File: config.mk
export PLATFORM = sky130hd
export DESIGN_NAME = gauge_measurement_sequencer
export DESIGN_NICKNAME = d
export VERILOG_FILES = /design/src/gauge_pkg.sv /design/src/charge_accum.sv /design/src/gauge_measurement_sequencer.sv
export SDC_FILE = /design/constraint.sdc
export NUM_CORES = 2
export LEC_CHECK = 0
export BUFFER_PORTS_ARGS = -buffer_cell sky130_fd_sc_hd__buf_2
export CAP_MARGIN = 30
export CORE_AREA = 5 5 279 308
export DETAILED_ROUTE_END_ITERATION = 8
export DIE_AREA = 0 0 284 313
export GPL_ROUTABILITY_DRIVEN = 0
export PLACE_DENSITY_LB_ADDON = 0.08
export SKIP_LAST_GASP = 1
export SLEW_MARGIN = 40
export SYNTH_ARGS = -nofsm -noshare
export SYNTH_HDL_FRONTEND = slang
export SYNTH_SLANG_ARGS = --single-unit
File: constraint.sdc
create_clock -name clk -period 16 [get_ports clk]
set_input_delay 3.2 -clock clk [delete_from_list [all_inputs] [get_ports clk]]
set_output_delay 3.2 -clock clk [all_outputs]
set_load 0.01 [all_outputs]
File: src/gauge_pkg.sv
package gauge_pkg;

  // time base
  localparam int unsigned CLK_HZ = 25000000;
  localparam int unsigned OSC_HZ = 32768;
  localparam int unsigned PHASE_W = 26;

  // conversion and scheduling times, in their own units
  localparam int unsigned VT_CONV_MS = 250;
  localparam int unsigned CUR_CONV_MS = 500;
  localparam int unsigned FRAME_S = 4;
  localparam int unsigned TEMP_S = 16;

  // the same times as counts of internal time-base ticks, temperature as a count of frames
  localparam int unsigned VT_CONV_TICKS = VT_CONV_MS * OSC_HZ / 1000;
  localparam int unsigned CUR_CONV_TICKS = CUR_CONV_MS * OSC_HZ / 1000;
  localparam int unsigned FRAME_TICKS = FRAME_S * OSC_HZ;
  localparam int unsigned TEMP_EVERY = TEMP_S / FRAME_S;

  // widths
  localparam int unsigned CUR_W = 14;
  localparam int unsigned CNT_W = 16;
  localparam int unsigned VOLT_W = 12;
  localparam int unsigned TEMP_W = 8;
  localparam int unsigned DATA_W = 16;
  localparam int unsigned ADDR_W = 8;
  localparam int unsigned ACC_W = 24;
  localparam int unsigned SOC_SHIFT = 16;
  localparam int unsigned CURVE_N = 16;
  localparam int unsigned CURVE_W = 8;

  // register offsets
  localparam logic [7:0] ADDR_MODE = 8'h00;
  localparam logic [7:0] ADDR_CHARGE = 8'h01;
  localparam logic [7:0] ADDR_COUNT = 8'h02;
  localparam logic [7:0] ADDR_CURRENT = 8'h03;
  localparam logic [7:0] ADDR_VOLTAGE = 8'h04;
  localparam logic [7:0] ADDR_TEMP = 8'h05;
  localparam logic [7:0] ADDR_OCV = 8'h06;
  localparam logic [7:0] ADDR_CC_CNF = 8'h07;
  localparam logic [7:0] ADDR_VM_CNF = 8'h08;
  localparam logic [7:0] ADDR_CURVE_BASE = 8'h10;

  // field positions and reset values
  localparam int unsigned MODE_PWR_BIT = 0;
  localparam logic MODE_RST = 1'b1;
  localparam logic [15:0] CC_CNF_RST = 16'h018b;
  localparam logic [11:0] VM_CNF_RST = 12'h141;
  localparam logic signed [7:0] TEMP_MIN = 8'hd8;
  localparam logic signed [7:0] TEMP_MAX = 8'h7d;

  // converter input select
  localparam logic [1:0] KIND_CUR = 2'h0;
  localparam logic [1:0] KIND_VOLT = 2'h1;
  localparam logic [1:0] KIND_TEMP = 2'h2;

  typedef struct packed {
    logic start;
    logic [1:0] sel;
  } adc_req_s;

  typedef struct packed {
    logic wr;
    logic rd;
    logic [7:0] addr;
    logic [15:0] wdata;
  } reg_req_s;

endpackage : gauge_pkg

File: src/charge_accum.sv
`timescale 1ns/1ps
module charge_accum #(
  parameter int unsigned ACC_W = gauge_pkg::ACC_W
) (
  // clock and reset
  input wire logic clk,
  input wire logic rst,
  input wire logic ce,
  // conversion results
  input wire logic add_en,
  input wire logic [gauge_pkg::CUR_W-1:0] sample,
  // restart and scaling
  input wire logic load_en,
  input wire logic [15:0] load_val,
  input wire logic [15:0] scale,
  // state
  output logic [gauge_pkg::CNT_W-1:0] count,
  output logic [15:0] soc
);

  localparam int unsigned PROD_W = ACC_W + 17;

  logic signed [ACC_W-1:0] acc_q;
  logic signed [ACC_W-1:0] acc_d;
  logic signed [ACC_W-1:0] ext;
  logic signed [PROD_W-1:0] prod;
  logic [gauge_pkg::CNT_W-1:0] cnt_q;
  logic [gauge_pkg::CNT_W-1:0] cnt_d;
  logic [15:0] base_q;
  logic [15:0] base_d;
  logic [15:0] soc_q;
  logic [15:0] soc_d;

  always_comb
  begin
    // two's complement result, sign extended into the accumulator
    ext = {{(ACC_W - gauge_pkg::CUR_W){sample[gauge_pkg::CUR_W-1]}}, sample}; // RULE_09
    acc_d = acc_q;
    cnt_d = cnt_q;
    base_d = base_q;
    // restart wins over a coincident add: the new level is the reference
    if (load_en)
    begin
      acc_d = '0; // RULE_14
      base_d = load_val; // RULE_14
    end
    else if (add_en)
    begin
      acc_d = acc_q + ext; // RULE_10
      cnt_d = cnt_q + 16'h0001; // RULE_10
    end
    prod = PROD_W'(acc_q) * PROD_W'($signed({1'b0, scale})); // RULE_19
    soc_d = base_q + prod[gauge_pkg::SOC_SHIFT +: 16]; // RULE_19
  end

  always_ff @(posedge clk or posedge rst)
  begin
    if (rst)
    begin
      acc_q <= '0;
      cnt_q <= '0;
      base_q <= '0;
      soc_q <= '0;
    end
    else if (ce)
    begin
      acc_q <= acc_d;
      cnt_q <= cnt_d;
      base_q <= base_d;
      soc_q <= soc_d;
    end
  end

  assign count = cnt_q;
  assign soc = soc_q;
endmodule : charge_accum

File: src/gauge_measurement_sequencer.sv
`timescale 1ns/1ps
// Notes on behaviour
// RULE_01: power-select 0 runs mixed mode with charge counter and voltage estimator.
// RULE_02: power-select 1 runs voltage-only, no current sensing, counter unused.
// RULE_03: mixed mode converts current continuously, voltage slot each 4 s, temperature 16 s.
// RULE_04: voltage-only mode converts voltage each 4 s, temperature each 16 s.
// RULE_05: voltage and temperature conversions last 8192 time-base ticks, 250 ms.
// RULE_06: voltage result 0 to 4.5 V in 2.20 mV steps, stored in voltage register.
// RULE_07: temperature in whole degrees, -40 to +125, stored in temperature register.
// RULE_08: current conversion integrates 500 ms, 14-bit result of 5.88 uV steps.
// RULE_09: current results are signed two's complement.
// RULE_10: each current result adds to accumulator and bumps 16-bit conversion count; here a result ending with a charge-level write is dropped.
// RULE_11: current register takes only the conversion just before each voltage slot.
// RULE_12: 16-bit charge scale converts charge to percent, resets to 395.
// RULE_13: charge counter idle while power-select set; power-select resets to 1.
// RULE_14: writing charge level restarts charge gauging from the written value.
// RULE_15: 12-bit voltage-model parameter resets to 321.
// RULE_16: present open-circuit estimate is readable.
// RULE_17: writable curve adjust registers modify the open-circuit reference table; here curve_q is only written and read back, ocv_q ignores it.
// RULE_18: mode may change at any time; charge level tracking continues.
// RULE_19: accumulated charge scaled by the charge scale gives relative charge level.
// RULE_20: slots come from time-base counters; temperature on every fourth voltage slot.
module gauge_measurement_sequencer #(
  parameter int unsigned VT_TICKS = gauge_pkg::VT_CONV_TICKS,
  parameter int unsigned CUR_TICKS = gauge_pkg::CUR_CONV_TICKS,
  parameter int unsigned FRAME_TICKS = gauge_pkg::FRAME_TICKS
) (
  // clock and reset
  input wire logic clk,
  input wire logic rst,
  input wire logic ce,
  // control register access
  input wire gauge_pkg::reg_req_s reg_req,
  output logic [15:0] reg_rdata,
  output logic reg_rvalid,
  // shared converter
  output gauge_pkg::adc_req_s adc_req,
  input wire logic [gauge_pkg::CUR_W-1:0] adc_result
);

  localparam int unsigned TMR_W = $clog2(CUR_TICKS + 1) + 1;
  localparam int unsigned FRM_W = $clog2(FRAME_TICKS + 1);

  typedef enum logic [1:0] {S_IDLE, S_CUR, S_VOLT, S_TEMP} slot_e;

  // internal 32768 Hz time base, made by a phase accumulator
  logic [gauge_pkg::PHASE_W-1:0] ph_q;
  logic [gauge_pkg::PHASE_W-1:0] ph_d;
  logic [gauge_pkg::PHASE_W-1:0] ph_sum;
  logic tick;

  always_comb
  begin
    ph_sum = ph_q + gauge_pkg::PHASE_W'(gauge_pkg::OSC_HZ);
    tick = (ph_sum >= gauge_pkg::PHASE_W'(gauge_pkg::CLK_HZ));
    ph_d = tick ? ph_sum - gauge_pkg::PHASE_W'(gauge_pkg::CLK_HZ) : ph_sum;
  end

  // frame counters and pending slot flags
  logic [FRM_W-1:0] frm_q;
  logic [FRM_W-1:0] frm_d;
  logic [1:0] fidx_q;
  logic [1:0] fidx_d;
  logic vpend_q;
  logic vpend_d;
  logic tpend_q;
  logic tpend_d;
  logic frame_end;

  // slot state
  slot_e st_q;
  slot_e st_d;
  logic [TMR_W-1:0] tmr_q;
  logic [TMR_W-1:0] tmr_d;
  gauge_pkg::adc_req_s req_q;
  gauge_pkg::adc_req_s req_d;
  logic slot_end;
  logic cur_add;
  logic cur_to_reg;

  // registers
  logic mode_q;
  logic mode_d;
  logic [gauge_pkg::CUR_W-1:0] cur_q;
  logic [gauge_pkg::CUR_W-1:0] cur_d;
  logic [gauge_pkg::VOLT_W-1:0] volt_q;
  logic [gauge_pkg::VOLT_W-1:0] volt_d;
  logic signed [gauge_pkg::TEMP_W-1:0] temp_q;
  logic signed [gauge_pkg::TEMP_W-1:0] temp_d;
  logic signed [gauge_pkg::TEMP_W-1:0] temp_raw;
  logic [gauge_pkg::VOLT_W-1:0] ocv_q;
  logic [gauge_pkg::VOLT_W-1:0] ocv_d;
  logic [15:0] cc_cnf_q;
  logic [15:0] cc_cnf_d;
  logic [11:0] vm_cnf_q;
  logic [11:0] vm_cnf_d;
  logic [gauge_pkg::CURVE_W-1:0] curve_q [gauge_pkg::CURVE_N];
  logic [gauge_pkg::CURVE_W-1:0] curve_d [gauge_pkg::CURVE_N];
  logic [15:0] rdata_q;
  logic [15:0] rdata_d;
  logic rvalid_q;
  logic charge_load;
  logic [gauge_pkg::CNT_W-1:0] conv_count;
  logic [15:0] soc;
  logic [7:0] curve_off;

  always_comb
  begin
    frame_end = tick && (frm_q == FRM_W'(FRAME_TICKS - 1));
    frm_d = frm_q;
    fidx_d = fidx_q;
    if (tick)
    begin
      frm_d = frame_end ? '0 : frm_q + 1'b1; // RULE_20
    end
    if (frame_end)
    begin
      fidx_d = (fidx_q == 2'(gauge_pkg::TEMP_EVERY - 1)) ? 2'h0 : fidx_q + 2'h1; // RULE_20
    end
  end

  // next slot after the present one ends, or from idle
  function automatic slot_e pick(input logic vp, input logic tp, input logic from_volt,
                                 input logic mode);
    slot_e r;
    if (from_volt && tp)
      r = S_TEMP; // RULE_20
    else if (vp && !from_volt)
      r = S_VOLT; // RULE_03 RULE_04
    else if (!mode)
      r = S_CUR; // RULE_01 RULE_03
    else
      r = S_IDLE; // RULE_02
    return r;
  endfunction : pick

  always_comb
  begin
    st_d = st_q;
    tmr_d = tmr_q;
    req_d = '0;
    vpend_d = vpend_q;
    tpend_d = tpend_q;
    cur_d = cur_q;
    volt_d = volt_q;
    ocv_d = ocv_q;
    temp_d = temp_q;
    temp_raw = adc_result[gauge_pkg::TEMP_W-1:0];
    cur_add = 1'b0;
    cur_to_reg = 1'b0;
    unique case (st_q)
      S_CUR: slot_end = tick && (tmr_q == TMR_W'(CUR_TICKS - 1)); // RULE_08
      S_VOLT, S_TEMP: slot_end = tick && (tmr_q == TMR_W'(VT_TICKS - 1)); // RULE_05
      S_IDLE: slot_end = 1'b1;
    endcase
    if (tick)
    begin
      tmr_d = tmr_q + 1'b1;
    end
    if (slot_end)
    begin
      unique case (st_q)
        S_CUR:
        begin
          // a switch to voltage-only during the slot discards the result
          cur_add = !mode_q; // RULE_13 RULE_18
          cur_to_reg = !mode_q && vpend_q; // RULE_11
          if (cur_to_reg)
            cur_d = adc_result; // RULE_08 RULE_11
        end
        S_VOLT:
        begin
          volt_d = adc_result[gauge_pkg::VOLT_W-1:0]; // RULE_06
          ocv_d = adc_result[gauge_pkg::VOLT_W-1:0]; // RULE_16
          vpend_d = 1'b0;
        end
        S_TEMP:
        begin
          if (temp_raw < gauge_pkg::TEMP_MIN)
            temp_d = gauge_pkg::TEMP_MIN; // RULE_07
          else if (temp_raw > gauge_pkg::TEMP_MAX)
            temp_d = gauge_pkg::TEMP_MAX; // RULE_07
          else
            temp_d = temp_raw; // RULE_07
          tpend_d = 1'b0;
        end
        S_IDLE:
        begin
        end
      endcase
      st_d = pick(vpend_q, tpend_q, st_q == S_VOLT, mode_q);
      tmr_d = '0;
      if (st_d != S_IDLE)
      begin
        req_d.start = 1'b1;
        req_d.sel = (st_d == S_CUR) ? gauge_pkg::KIND_CUR :
                    (st_d == S_VOLT) ? gauge_pkg::KIND_VOLT : gauge_pkg::KIND_TEMP;
      end
    end
    // a frame boundary in the same cycle as a clear still raises the flag
    if (frame_end)
    begin
      vpend_d = 1'b1; // RULE_03 RULE_04
      if (fidx_q == 2'(gauge_pkg::TEMP_EVERY - 1))
        tpend_d = 1'b1; // RULE_20
    end
  end

  // register access
  always_comb
  begin
    mode_d = mode_q;
    cc_cnf_d = cc_cnf_q;
    vm_cnf_d = vm_cnf_q;
    curve_d = curve_q;
    charge_load = 1'b0;
    curve_off = reg_req.addr - gauge_pkg::ADDR_CURVE_BASE;
    rdata_d = rdata_q;
    if (reg_req.wr)
    begin
      if (reg_req.addr == gauge_pkg::ADDR_MODE)
        mode_d = reg_req.wdata[gauge_pkg::MODE_PWR_BIT]; // RULE_18
      else if (reg_req.addr == gauge_pkg::ADDR_CHARGE)
        charge_load = 1'b1; // RULE_14
      else if (reg_req.addr == gauge_pkg::ADDR_CC_CNF)
        cc_cnf_d = reg_req.wdata; // RULE_12
      else if (reg_req.addr == gauge_pkg::ADDR_VM_CNF)
        vm_cnf_d = reg_req.wdata[11:0]; // RULE_15
      else if (curve_off < 8'(gauge_pkg::CURVE_N))
        curve_d[curve_off[3:0]] = reg_req.wdata[gauge_pkg::CURVE_W-1:0]; // RULE_17
    end
    if (reg_req.rd)
    begin
      unique case (reg_req.addr)
        gauge_pkg::ADDR_MODE: rdata_d = {15'h0000, mode_q};
        gauge_pkg::ADDR_CHARGE: rdata_d = soc; // RULE_19
        gauge_pkg::ADDR_COUNT: rdata_d = conv_count; // RULE_10
        gauge_pkg::ADDR_CURRENT: rdata_d = {{2{cur_q[gauge_pkg::CUR_W-1]}}, cur_q}; // RULE_09
        gauge_pkg::ADDR_VOLTAGE: rdata_d = {4'h0, volt_q};
        gauge_pkg::ADDR_TEMP: rdata_d = {{8{temp_q[7]}}, temp_q};
        gauge_pkg::ADDR_OCV: rdata_d = {4'h0, ocv_q}; // RULE_16
        gauge_pkg::ADDR_CC_CNF: rdata_d = cc_cnf_q;
        gauge_pkg::ADDR_VM_CNF: rdata_d = {4'h0, vm_cnf_q};
        default:
          rdata_d = (curve_off < 8'(gauge_pkg::CURVE_N)) ?
                    {8'h00, curve_q[curve_off[3:0]]} : 16'h0000;
      endcase
    end
  end

  always_ff @(posedge clk or posedge rst)
  begin
    if (rst)
    begin
      ph_q <= '0;
      frm_q <= '0;
      fidx_q <= '0;
      vpend_q <= 1'b0;
      tpend_q <= 1'b0;
      st_q <= S_IDLE;
      tmr_q <= '0;
      req_q <= '0;
      mode_q <= gauge_pkg::MODE_RST; // RULE_13
      cur_q <= '0;
      volt_q <= '0;
      ocv_q <= '0;
      temp_q <= '0;
      cc_cnf_q <= gauge_pkg::CC_CNF_RST; // RULE_12
      vm_cnf_q <= gauge_pkg::VM_CNF_RST; // RULE_15
      curve_q <= '{default: '0};
      rdata_q <= '0;
      rvalid_q <= 1'b0;
    end
    else if (ce)
    begin
      ph_q <= ph_d;
      frm_q <= frm_d;
      fidx_q <= fidx_d;
      vpend_q <= vpend_d;
      tpend_q <= tpend_d;
      st_q <= st_d;
      tmr_q <= tmr_d;
      req_q <= req_d;
      mode_q <= mode_d;
      cur_q <= cur_d;
      volt_q <= volt_d;
      ocv_q <= ocv_d;
      temp_q <= temp_d;
      cc_cnf_q <= cc_cnf_d;
      vm_cnf_q <= vm_cnf_d;
      curve_q <= curve_d;
      rdata_q <= rdata_d;
      rvalid_q <= reg_req.rd;
    end
  end

  charge_accum #(
    .ACC_W(gauge_pkg::ACC_W)
  ) u_accum (
    .clk(clk),
    .rst(rst),
    .ce(ce),
    .add_en(cur_add),
    .sample(adc_result),
    .load_en(charge_load),
    .load_val(reg_req.wdata),
    .scale(cc_cnf_q),
    .count(conv_count),
    .soc(soc)
  );

  assign adc_req = req_q;
  assign reg_rdata = rdata_q;
  assign reg_rvalid = rvalid_q;
endmodule : gauge_measurement_sequencer

==> flow_summary.ini <==
[outcome]
status = finished, final reports clean

[clocking]
post_cts_resized = 0
cts_tree = yes
root_buffer = clkbuf_16
clk_latency_ns = 0.56
cts_num_sinks = 343
postCtsSetupBuffers = 0
cts_hold_buf = 0
clockBufferDepth = 3
clkTransAtPathRegs_ns = 0.06
htreeDepth = 2
numCtsBuffers = 38

[yosys]
synth_cell_types = 83
synthArstFlopShare = 1.00
synthesis.nets = 3239
synth_ff_type = dfrtp_1
avgSynthCellArea_sq_um = 10.3
synth_area_sq_um = 28600
ys_seq_area_frac = 0.300
synth-seq-cells = 343
synth_edf_count = 0
ys_warn_count = 0
synth_cells = 2767

[worst_setup_path]
endpoint_kind = register
crit_top_cell = fa_1
r2r-end = u_accum.soc[14]
r2r_start = cc_cnf_q[7]
cp-start-kind = register
cp_max_fo = 26
reg2reg_slack_ns = 7.51
reg2reg_depth = 30
cpMaxStageDelayCell = dfstp_2
crit_type = register to register
max_stage_delay_ns = 1.09
crit_required_ns = 16.41
cp.arrival_ns = 8.90

[global_route]
grt_overflow = 0
antenna_found_initial = 4
grt_max_degree = 120
grtUsageTotal = 0.196
grt_pass1_vias = 22100
grt_pass1_wl_um = 135000

[detailed_routing]
viasPerCell = 5.16
dr.pass1.iters = 5
ant_nets = 0
dr_total_vias = 20000
drtIter0Drc = 990
post-route-drc-count = 0
finalWirelength_um = 86000
wl_per_cell_um = 22.2

[timing]
timing.hold.ws_ns = 0.485
hold_viol = 0
rsz0062_at_grt = no
fin_crit_sh = 0.531
setup_viol = 0
skew_ns = 0.0290
slew_violations = 0
fmax_mhz = 118
finalCriticalPeriod_ns = 8.49
slew-limit-headroom = 0.421
fin_setup_tns_ns = 0
tightest_slew_ns = 0.866

[power_and_ir_drop]
p_leak_nw = 15.2
ir_worst_vdd_mv = 0.0982
total_power_mw = 2.24
p_per_area_nw_per_um2 = 71.3

[worst_hold_path]
hold_path_class = register to register
hold_end = temp_q[5]
hp-start = temp_q[5]
min_path_cells = 2

[die]
die_w_um = 284
ios = 63
die_h_um = 313
rows = 111
start_util = 0.346
coreArea_sq_um = 82600
fp.dieArea_sq_um = 88900

[placement]
port_buffers = 62
hpwlAfterDp_um = 62200

[run]
cap_violations = 0

[cells_and_area]
nets = 3250
fillers = 8173
final_layout_size_suffix_gt1_frac = 0.168
area_delta_synth_final_pct = 9.87
num_antenna_cells = 0
flip-flops by register name (all words and copies together) (netlist names), 3 cells and up:
signal          cells
temp_q              8
frm_q              18
cc_cnf_q           16
vm_cnf_q           12
u_accum.count      16
ph_q               20
adc_req             3
curve_q           128
reg_rdata          16
ocv_q              12
tmr_q              16
u_accum.soc        16
u_accum.acc_q      24
cur_q              14
u_accum.base_q     16
cells by family after synthesis:
group,Yosys count,synth area share
simple gates,742,0.130
buf+inv,540,0.0720
fa+ha+maj,429,0.266
flops,343,0.300
compound gates,326,0.0737
mux,263,0.120
xor+xnor,124,0.0379
layer usage:
| layer | track usage | part of all wire | vias to the layer above |
|---|---|---|---|
| met1 | 0.252 | 0.43 | 10400 |
| met5 | 0 | 0 | - |
| met2 | 0.351 | 0.50 | 383 |
| met4 | 0.0590 | 0.035 | 0 |
| li1 | - | - | 9052 |
| met3 | 0.0194 | 0.031 | 143 |
synthesized netlist by cell type (40+ instances only):
cell | count | area [sq um]
nor2_1 | 83 | 312
a21oi_1 | 82 | 410
xnor2_1 | 91 | 797
and2_1 | 156 | 976
nand2_1 | 328 | 1230
fa_1 | 299 | 5990
o21ai_0 | 93 | 465
dfrtp_1 | 334 | 8360
inv_1 | 412 | 1550
mux4_2 | 40 | 901
ha_1 | 130 | 1630
clkbuf_1 | 100 | 375
mux2_2 | 199 | 2240
critical path, delay by kind of cell (launching register included):
| family | cells | cell delay, ns |
|---|---|---|
| buffers and inverters | 5 | 0.31 |
| adder cells (fa/ha/maj) | 8 | 3.24 |
| flip-flops | 1 | 1.09 |
| AO/OA/AOI/OAI | 10 | 2.33 |
| AND/OR/NAND/NOR | 6 | 1.08 |
| XOR/XNOR | 1 | 0.26 |
cell type report:
cell class                 count  area [sq um]  area share
multi-input combinational   1884         18000       0.573
timing repair buffer          98           623      0.0198
clock inverter                19           185     0.00589
tap                         1073          1340      0.0427
inverter                     413          1560      0.0497
clock buffer                  51          1090      0.0347
sequential                   343          8610       0.274
stage by stage:
step	std cells	cell area (sq um)	util	worst slack [ns]
3_5_place_dp	3811	30200	0.365	7.62
2_1_floorplan	2767	28600	-	3.31
3_3_place_gp	3808	30100	0.364	7.66
5_1_grt	3881	31400	0.381	6.97
6_report	3881	31400	0.381	7.51
4_1_cts	3881	31400	0.380	7.53
worst max path at each step:
stage	start	end	slack, ns	cells past startpoint
final	cc_cnf_q[7]	u_accum.soc[14]	7.51	30
after global routing	cc_cnf_q[10]	u_accum.soc[15]	6.97	28
after CTS	cc_cnf_q[7]	u_accum.soc[14]	7.53	30
after detailed placement	cc_cnf_q[7]	u_accum.soc[14]	7.62	30
after global placement	cc_cnf_q[10]	u_accum.soc[15]	7.66	28
after floorplan	rst	adc_req[0]	3.31	1
report_power, final:
| part | internal [mW] | leakage [nW] | total (mW) | switching (mW) |
|---|---|---|---|---|
| Clock | 0.518 | 0.624 | 0.901 | 0.384 |
| Combinational | 0.134 | 9.94 | 0.349 | 0.215 |
| Sequential | 0.930 | 4.62 | 0.993 | 0.0627 |
| Total | 1.58 | 15.2 | 2.24 | 0.661 |
placed cells by master (no fill, tap or decap), types with 10 or more instances in the layout:
master	n
inv_1	411
nand2_1	328
dfrtp_1	324
fa_1	299
mux2_2	199
and2_1	156
ha_1	130
o21ai_0	93
xnor2_1	91
a21oi_1	82
nor2_1	75
buf_2	61
mux4_2	40
clkbuf_16	39
xor2_1	33
buf_4	33
nand3_1	30
nand4_1	26
a22oi_1	23
a22o_1	22
nor3_1	21
a21o_1	17
and3_1	15
or3_1	12
nor2b_1	11
nor2_2	10
a31oi_1	10
mux2_1	10
mux2_4	10
dfrtp_2	10
(Power assumes the default switching activity.)
